File: src/include/msg_pend_pkg.sv
// shared constants and types of the message-pending i2c client
package msg_pend_pkg;
  // link states, gray coded along the read path
  typedef enum logic [2:0] {
    ST_IDLE  = 3'b000,
    ST_ADDR  = 3'b001,
    ST_ACK   = 3'b011,
    ST_LOAD  = 3'b010,
    ST_TX    = 3'b110,
    ST_MACK  = 3'b111,
    ST_RX    = 3'b101,
    ST_RXACK = 3'b100
  } link_state_t;

  // pending-line modes
  localparam logic MODE_EDGE = 1'b0;
  localparam logic MODE_LEVEL = 1'b1;

  // report id returned when no valid message remains
  localparam logic [7:0] INVALID_ID = 8'hff;
  localparam logic [6:0] DEFAULT_ADDR = 7'h2a;

  // bit and byte layout of the link
  localparam int BITS_PER_BYTE = 8;
  localparam logic [2:0] LAST_BIT = 3'h7;
  localparam int ADDR_MSB = 7;
  localparam int RW_BIT = 0;

  // timing
  localparam int CLK_PERIOD_NS = 10;
  localparam int STRETCH_MAX_NS = 2_000_000;
  localparam int STRETCH_TYP_NS = 350_000;
  localparam int STRETCH_MAX_CYC = STRETCH_MAX_NS / CLK_PERIOD_NS;
  localparam int STRETCH_W = 18;
  localparam int SYNC_RESET_VAL = 1;
endpackage

File: src/hdl/msg_pend_i2c.sv
// i2c client that streams queued messages and drives the pending line
// How it works
// - pending line low while messages wait
// - edge mode: release after id acked, next loaded
// - edge mode: at stop, low again if queue nonempty
// - continuous read keeps streaming message bytes
// - send id 255 when nothing valid remains
// - level mode: low while more messages queued
// - level mode: release after last id acked
// - config picks mode and can force level
// - sda and scl only pulled low or released
// - stretch scl while busy or byte not ready
// - stretch never beyond 2 ms
// - pending line is active-low open drain
// - exactly one of two modes selected
`timescale 1ns/1ps
module msg_pend_i2c #(
  parameter logic [6:0] DEV_ADDR = msg_pend_pkg::DEFAULT_ADDR,
  parameter int unsigned STRETCH_CYCLES = msg_pend_pkg::STRETCH_MAX_CYC
) (
  // clock and reset
  input wire logic sys_clk,
  input wire logic sys_rst,
  // i2c pins, open drain
  input wire logic scl_i,
  output logic scl_o,
  output logic scl_oe,
  input wire logic sda_i,
  output logic sda_o,
  output logic sda_oe,
  // message-pending pin, active-low open drain
  output logic msg_pending_n_o,
  output logic msg_pending_n_oe,
  // comm_config_object settings
  input wire logic cfg_mode,
  input wire logic cfg_force_en,
  input wire logic cfg_force_level,
  // message_processor_object head byte, show-ahead
  input wire logic [7:0] msg_count,
  input wire logic head_valid,
  input wire logic [7:0] head_data,
  input wire logic head_is_id,
  output logic head_take,
  // internal busy indication
  input wire logic core_busy,
  // link status
  output logic link_active,
  output logic bus_stop
);
  ////////////////////////////////////////////////////////////////////////////////
  // pin sampling and bus conditions
  logic [1:0] pins_sync;
  logic scl_s, sda_s, scl_prev, sda_prev;

  sync2 #(.WIDTH(2)) u_sync (
    .sys_clk(sys_clk),
    .sys_rst(sys_rst),
    .async_in({scl_i, sda_i}),
    .sync_out(pins_sync)
  );

  assign scl_s = pins_sync[1];
  assign sda_s = pins_sync[0];

  always_ff @(posedge sys_clk or posedge sys_rst) begin
    if (sys_rst) begin
      scl_prev <= 1'b1;
      sda_prev <= 1'b1;
    end else begin
      scl_prev <= scl_s;
      sda_prev <= sda_s;
    end
  end

  wire scl_rise = scl_s & ~scl_prev;
  wire scl_fall = ~scl_s & scl_prev;
  wire start_det = scl_s & scl_prev & sda_prev & ~sda_s;
  wire stop_det = scl_s & scl_prev & ~sda_prev & sda_s;

  ////////////////////////////////////////////////////////////////////////////////
  // link state machine
  msg_pend_pkg::link_state_t state, next_state;
  logic [7:0] shreg;
  logic [2:0] bit_cnt;
  logic rw;
  logic host_ack;
  logic skip_fall;
  logic cur_is_id;
  logic id_hold;
  logic released;
  logic pend_q;
  logic [msg_pend_pkg::STRETCH_W-1:0] stretch_cnt;

  wire stretch_limit = stretch_cnt >= STRETCH_CYCLES[msg_pend_pkg::STRETCH_W-1:0];
  wire msgs_waiting = msg_count != 8'h00;
  wire addr_hit = shreg[msg_pend_pkg::ADDR_MSB:1] == DEV_ADDR;
  wire byte_done = scl_fall && bit_cnt == msg_pend_pkg::LAST_BIT;
  wire in_load = state == msg_pend_pkg::ST_LOAD;
  wire active = state != msg_pend_pkg::ST_IDLE;
  // a byte is loaded from the queue head, or 255 when nothing valid is left or the stretch limit is reached
  wire nothing_left = !head_valid && !msgs_waiting && !id_hold;
  wire load_head = in_load && head_valid && !core_busy;
  wire load_invalid = in_load && !load_head && (nothing_left || stretch_limit);
  wire load_done = load_head || load_invalid;
  wire [7:0] load_byte = load_head ? head_data : msg_pend_pkg::INVALID_ID;
  // the loaded byte follows an acknowledged report id
  wire id_passed = load_done && cur_is_id;

  // hold scl low while the next byte is not ready or the core is busy
  wire want_stretch = in_load || (core_busy && active && !scl_s);
  wire stretch_on = want_stretch && !stretch_limit;

  always_comb begin
    next_state = state;
    if (start_det) begin
      next_state = msg_pend_pkg::ST_ADDR;
    end else if (stop_det) begin
      next_state = msg_pend_pkg::ST_IDLE;
    end else begin
      unique case (state)
        msg_pend_pkg::ST_IDLE: next_state = state;
        msg_pend_pkg::ST_ADDR: begin
          if (byte_done) begin
            next_state = addr_hit ? msg_pend_pkg::ST_ACK : msg_pend_pkg::ST_IDLE;
          end
        end
        msg_pend_pkg::ST_ACK: begin
          if (scl_fall) begin
            next_state = rw ? msg_pend_pkg::ST_LOAD : msg_pend_pkg::ST_RX;
          end
        end
        msg_pend_pkg::ST_LOAD: begin
          if (load_done) begin
            next_state = msg_pend_pkg::ST_TX;
          end
        end
        msg_pend_pkg::ST_TX: begin
          if (byte_done) begin
            next_state = msg_pend_pkg::ST_MACK;
          end
        end
        msg_pend_pkg::ST_MACK: begin
          if (scl_fall) begin
            // a nack ends the read; only a following stop or start is watched
            next_state = host_ack ? msg_pend_pkg::ST_LOAD : msg_pend_pkg::ST_IDLE;
          end
        end
        msg_pend_pkg::ST_RX: begin
          if (byte_done) begin
            next_state = msg_pend_pkg::ST_RXACK;
          end
        end
        msg_pend_pkg::ST_RXACK: begin
          if (scl_fall) begin
            next_state = msg_pend_pkg::ST_RX;
          end
        end
        default: next_state = msg_pend_pkg::ST_IDLE;
      endcase
    end
  end

  always_ff @(posedge sys_clk or posedge sys_rst) begin
    if (sys_rst) begin
      state <= msg_pend_pkg::ST_IDLE;
    end else begin
      state <= next_state;
    end
  end

  ////////////////////////////////////////////////////////////////////////////////
  // shifter, bit counter and acknowledge capture
  wire shift_in = (state == msg_pend_pkg::ST_ADDR || state == msg_pend_pkg::ST_RX) && scl_rise;
  wire shift_out = state == msg_pend_pkg::ST_TX && scl_fall && bit_cnt != msg_pend_pkg::LAST_BIT;

  always_ff @(posedge sys_clk or posedge sys_rst) begin
    if (sys_rst) begin
      shreg <= 8'h00;
    end else if (load_done) begin
      shreg <= load_byte;
    end else if (shift_in) begin
      shreg <= {shreg[6:0], sda_s};
    end else if (shift_out) begin
      shreg <= {shreg[6:0], 1'b0};
    end
  end

  always_ff @(posedge sys_clk or posedge sys_rst) begin
    if (sys_rst) begin
      bit_cnt <= 3'h0;
    end else if (start_det || load_done || (state == msg_pend_pkg::ST_RXACK && scl_fall)) begin
      bit_cnt <= 3'h0;
    end else if ((state == msg_pend_pkg::ST_ADDR || state == msg_pend_pkg::ST_RX
                  || state == msg_pend_pkg::ST_TX) && scl_fall && !skip_fall) begin
      bit_cnt <= bit_cnt + 3'h1;
    end
  end

  always_ff @(posedge sys_clk or posedge sys_rst) begin
    if (sys_rst) begin
      rw <= 1'b0;
      host_ack <= 1'b0;
      skip_fall <= 1'b0;
    end else begin
      // the scl fall that follows a start carries no bit
      if (start_det || scl_fall) begin
        skip_fall <= start_det;
      end
      if (state == msg_pend_pkg::ST_ADDR && byte_done) begin
        rw <= shreg[msg_pend_pkg::RW_BIT];
      end
      if (state == msg_pend_pkg::ST_MACK && scl_rise) begin
        host_ack <= ~sda_s;
      end
    end
  end

  ////////////////////////////////////////////////////////////////////////////////
  // clock stretch timer
  always_ff @(posedge sys_clk or posedge sys_rst) begin
    if (sys_rst) begin
      stretch_cnt <= '0;
    end else if (!want_stretch) begin
      stretch_cnt <= '0;
    end else if (!stretch_limit) begin
      stretch_cnt <= stretch_cnt + 1'b1;
    end
  end

  ////////////////////////////////////////////////////////////////////////////////
  // pending-line tracking
  always_ff @(posedge sys_clk or posedge sys_rst) begin
    if (sys_rst) begin
      cur_is_id <= 1'b0;
      id_hold <= 1'b0;
      released <= 1'b0;
    end else if (stop_det) begin
      cur_is_id <= 1'b0;
      id_hold <= 1'b0;
      released <= 1'b0;
    end else if (load_done) begin
      cur_is_id <= load_head && head_is_id;
      id_hold <= load_head && head_is_id;
      if (id_passed) begin
        released <= 1'b1;
      end
    end
  end

  // edge mode stays released until stop; level mode follows the queue
  wire pend_edge = (msgs_waiting || id_hold) && !released;
  wire pend_level = msgs_waiting || id_hold;
  wire pend_mode = (cfg_mode == msg_pend_pkg::MODE_LEVEL) ? pend_level : pend_edge;
  wire next_pend = cfg_force_en ? !cfg_force_level : pend_mode;

  always_ff @(posedge sys_clk or posedge sys_rst) begin
    if (sys_rst) begin
      pend_q <= 1'b0;
    end else begin
      pend_q <= next_pend;
    end
  end

  ////////////////////////////////////////////////////////////////////////////////
  // open-drain drivers
  wire tx_drive = state == msg_pend_pkg::ST_TX && !shreg[7];
  wire ack_drive = state == msg_pend_pkg::ST_ACK || state == msg_pend_pkg::ST_RXACK;

  assign sda_o = 1'b0;
  assign scl_o = 1'b0;
  assign sda_oe = tx_drive || ack_drive;
  assign scl_oe = stretch_on;
  assign msg_pending_n_o = 1'b0;
  assign msg_pending_n_oe = pend_q;
  assign head_take = load_head;
  assign link_active = active;
  assign bus_stop = stop_det;
endmodule // msg_pend_i2c

File: src/hdl/sync2.sv
// two flip-flop synchroniser for pins from outside the clock domain
`timescale 1ns/1ps
module sync2 #(
  parameter int WIDTH = 2
) (
  // clock and reset
  input wire logic sys_clk,
  input wire logic sys_rst,
  // asynchronous input and synchronised output
  input wire logic [WIDTH-1:0] async_in,
  output logic [WIDTH-1:0] sync_out
);
  logic [WIDTH-1:0] meta;

  // idle i2c lines rest high, so both stages reset high
  always_ff @(posedge sys_clk or posedge sys_rst) begin
    if (sys_rst) begin
      meta <= '1;
      sync_out <= '1;
    end else begin
      meta <= async_in;
      sync_out <= meta;
    end
  end
endmodule // sync2

File: config.mk
export PLATFORM = sky130hd
export DESIGN_NAME = msg_pend_i2c
export DESIGN_NICKNAME = d
export VERILOG_FILES = /design/src/include/msg_pend_pkg.sv /design/src/hdl/msg_pend_i2c.sv /design/src/hdl/sync2.sv
export SDC_FILE = /design/constraint.sdc
export NUM_CORES = 1
export LEC_CHECK = 0
export ABC_AREA = 0
export BUFFER_PORTS_ARGS = -buffer_cell sky130_fd_sc_hd__buf_2
export CORE_UTILIZATION = 45
export CTS_CLUSTER_DIAMETER = 120
export DETAILED_ROUTE_END_ITERATION = 10
export PLACE_DENSITY = 0.69
export SETUP_SLACK_MARGIN = 0.05
export SLEW_MARGIN = 20
export SYNTH_ARGS = -nofsm -noshare
export SYNTH_HDL_FRONTEND = slang
export SYNTH_SLANG_ARGS = --single-unit
File: constraint.sdc
create_clock -name sys_clk -period 4.3 [get_ports sys_clk]
set_input_delay 0.645 -clock sys_clk [delete_from_list [all_inputs] [get_ports sys_clk]]
set_output_delay 0.645 -clock sys_clk [all_outputs]
set_load 0.02 [all_outputs]
==> impl_metrics.yaml <==
cells_and_area:
  nets: 314
  fin_util_pct: 53.0
  area_growth_pct: 13.0
  n_antenna_cell: 0
  drive_above_1_share_pct: 19.6
timing:
  hold_viol_final: 0
  finalCritPeriodShare_pct: 69.7
  clock_skew_ns: 0.0114
  tightest_slew_ns: 0.783
  setup_tns_ns: 0
  clock.fmax_mhz: 334
  relSlewSlack_pct: 47.6
  final-setup-viol-count: 0
  rsz0062_at_grt: "false"
  fin_ws_ns: 1.30
  slew_viol_final: 0
  fin_crit_ns: 3.00
setup_path:
  required_ns: 3.65
  arrival_ns: 2.35
  cp-start-kind: "flop"
  crit_family: "simple AND/OR/NAND/NOR gates"
  path_depth: 5
  slowest_stage: "nor2_1"
  cp_max_fo: 13
  critical_path_buf_inv_count: 2
  regToRegStartpoint: "state[1]$_DFFE_PP0P_"
  path_class: "reg2out"
  r2r_cells: 5
  cp_cell_sequence: "nand2b_1 -> nor2_1 -> nand2_1 -> inv_1 -> buf_2"
  crit_start: "state[1]$_DFFE_PP0P_"
  max_stage_delay_ns: 0.63
  endpoint_kind: "primary output"
clocking:
  cts_root_buf: "clkbuf_8"
  cts_tree: "done"
  cts_sinks: 44
  cts_hold_buf: 0
  cts_buffers: 5
  post_cts_buffers: 0
  clk_pin_slew_ns: 0.09
  h-tree-depth: 2
  ctsResizeCount: 0
  clock_path_buffers: 2
  insertion_delay_ns: 0.30
hold_path:
  min_delay_path_depth: 0
  hold_class: "reg2reg"
  hp-start: "u_sync.meta[1]$_DFF_PP1_"
global_routing:
  grt_max_degree: 45
  gr-total-overflow: 0
  grt_usage_pct: 18.3
  grt_pass1_wl_um: 7740
  grt_pass1_vias: 1696
  antenna_found_initial: 0
routing:
  vias_per_cell: 5.47
  met2_length_um: 2210
  drt_iter0_markers: 113
  top_layer_used: "met4"
  wl_met1_um: 2250
  vias: 1943
  drc_errors: 0
  wl_um: 4700
  first_pass_iters: 4
  drt.antenna.violating_nets: 0
  wl_per_cell_um: 13.2
  dr_wl_met3_um: 201
die:
  row_count: 26
  start_util_pct: 46.9
  die_w_um: 75.2
  io_pins: 35
  die_h_um: 75.2
  dieArea_um2: 5650
  core-area_um2: 5140
placement:
  dp_slack_ns: 1.64
  portBuffers: 31
  gp_congestion: 0.867
  dpl.hpwl_um: 3270
synth:
  synth_area_leaders: "dfrtp_1 39%, dfstp_2 6.5%, xnor2_1 5.8%, nor2_1 5.6%, a21oi_1 3.5%"
  ys_ff_latch: 44
  seq_area_frac_synth_pct: 46.0
  syn-cell-area_um2: 2410
  yosysWarnings: 0
  yosys.cell_types.count: 50
  synth_top_area_cell: "dfrtp_1"
  avgSynthCellArea_um2: 9.49
  netlist.area_leader.share_pct: 39.4
  syn_inst: 254
pwr:
  p_total_mw: 1.33
  pwr_density_cell_nw_per_um2: 488
  ir_worst_vdd_mv: 0.237
  p_leak_nw: 1.15
outcome:
  run_status: "finished clean"
job:
  timing.max_cap.violations: 0
[power by group]
group / internal [mW] / leakage [nW] / total, mW / switching (mW)
Sequential: 0.501 / 0.565 / 0.599 / 0.0987
Combinational: 0.171 / 0.528 / 0.407 / 0.236
Clock: 0.175 / 0.0548 / 0.323 / 0.148
Total: 0.847 / 1.15 / 1.33 / 0.482
[cells in the mapped netlist, drive strengths merged]
cell / count
o211ai: 2
nor4: 2
a21o: 1
conb: 1
o22ai: 1
buf: 9
mux2: 1
o21bai: 1
o31ai: 1
nand2b: 2
a221o: 1
nor4b: 1
a22oi: 6
ha: 4
a221oi: 2
and2: 3
nor3b: 1
o21ai: 8
nand3: 7
xor2: 1
a211oi: 8
nand4b: 3
a31o: 1
nor2: 36
nor2b: 3
o41ai: 1
and3: 1
nor3: 3
or2: 2
xnor2: 16
a22o: 2
or3: 1
a21oi: 18
and4: 1
mux2i: 3
o2bb2ai: 7
nand4: 5
inv: 13
dfstp: 6
or4: 2
clkbuf: 4
a2111oi: 4
nand2: 21
dfrtp: 38
[registers in the layout, summed over array words and instances, names as in the netlist]
| register | count |
|---|---|
| state | 3 |
| u_sync.sync_out | 2 |
| id_hold | 1 |
| host_ack | 1 |
| skip_fall | 1 |
| sda_prev | 1 |
| shreg | 8 |
| msg_pending_n_oe | 1 |
| rw | 1 |
| stretch_cnt | 18 |
| u_sync.meta | 2 |
| bit_cnt | 3 |
| released | 1 |
| scl_prev | 1 |
[final timing paths]
kind	to	slack, ns
setup / recovery	head_take	1.30
hold / removal	u_sync.sync_out[1]$_DFF_PP1_	0.35
setup reg to reg	shreg[0]$_DFFE_PP0P_	1.91
hold reg to reg	u_sync.sync_out[1]$_DFF_PP1_	0.35
max in group asynchronous	u_sync.meta[1]$_DFF_PP1_	3.45
min in group asynchronous	stretch_cnt[9]$_DFFE_PP0P_	0.47
[layer usage]
| layer | up-vias | global-route usage, % |
|---|---|---|
| li1 | 958 | - |
| met1 | 934 | 25.0 |
| met2 | 46 | 29.2 |
| met3 | 5 | 4.15 |
| met4 | 0 | 5.56 |
| met5 | - | 0 |
[final cells by class]
cell class                 instances  area [µm²]
inverter                          13        48.8
sequential                        44        1110
tap                               70        87.6
multi-input combinational        186        1190
timing repair buffer              34         178
clock inverter                     3        46.3
clock buffer                       5        68.8
fill                             502        2410
[cells in the final DEF (no fill, tap or decap), types with 4 or more instances in the layout]
cell type,count
nand3_1,7
a21oi_1,17
a22oi_1,6
dfrtp_1,38
dfstp_2,6
o2bb2ai_1,7
ha_1,4
nor2_1,36
o21ai_0,7
a211oi_1,8
xnor2_1,16
inv_1,12
buf_2,31
clkbuf_8,5
a2111oi_0,4
nand2_1,21
nand4_1,5
[through the flow]
step	hold slack [ns]	cells	area, µm²
2_1_floorplan	0.345	256	2420
3_3_place_gp	0.346	347	2610
3_5_place_dp	0.348	347	2610
4_1_cts	0.353	355	2730
5_1_grt	0.353	355	2730
6_report	0.352	355	2730
[logic make-up (layout without fill, tap and decap cells)]
kind of cell,after synthesis,in the layout,share of synthesized area [%]
buffers and inverters,26,55,5.09
and+or+nand+nor,94,94,19.4
xor gates and xnor gates,17,17,6.18
other,1,3,0.156
DFF,44,44,46.0
AOI/OAI and AO/OA,64,64,19.4
muxes,4,4,1.71
adders and majority gates,4,4,2.08
Note: power is estimated with default switching activity, not from simulation.
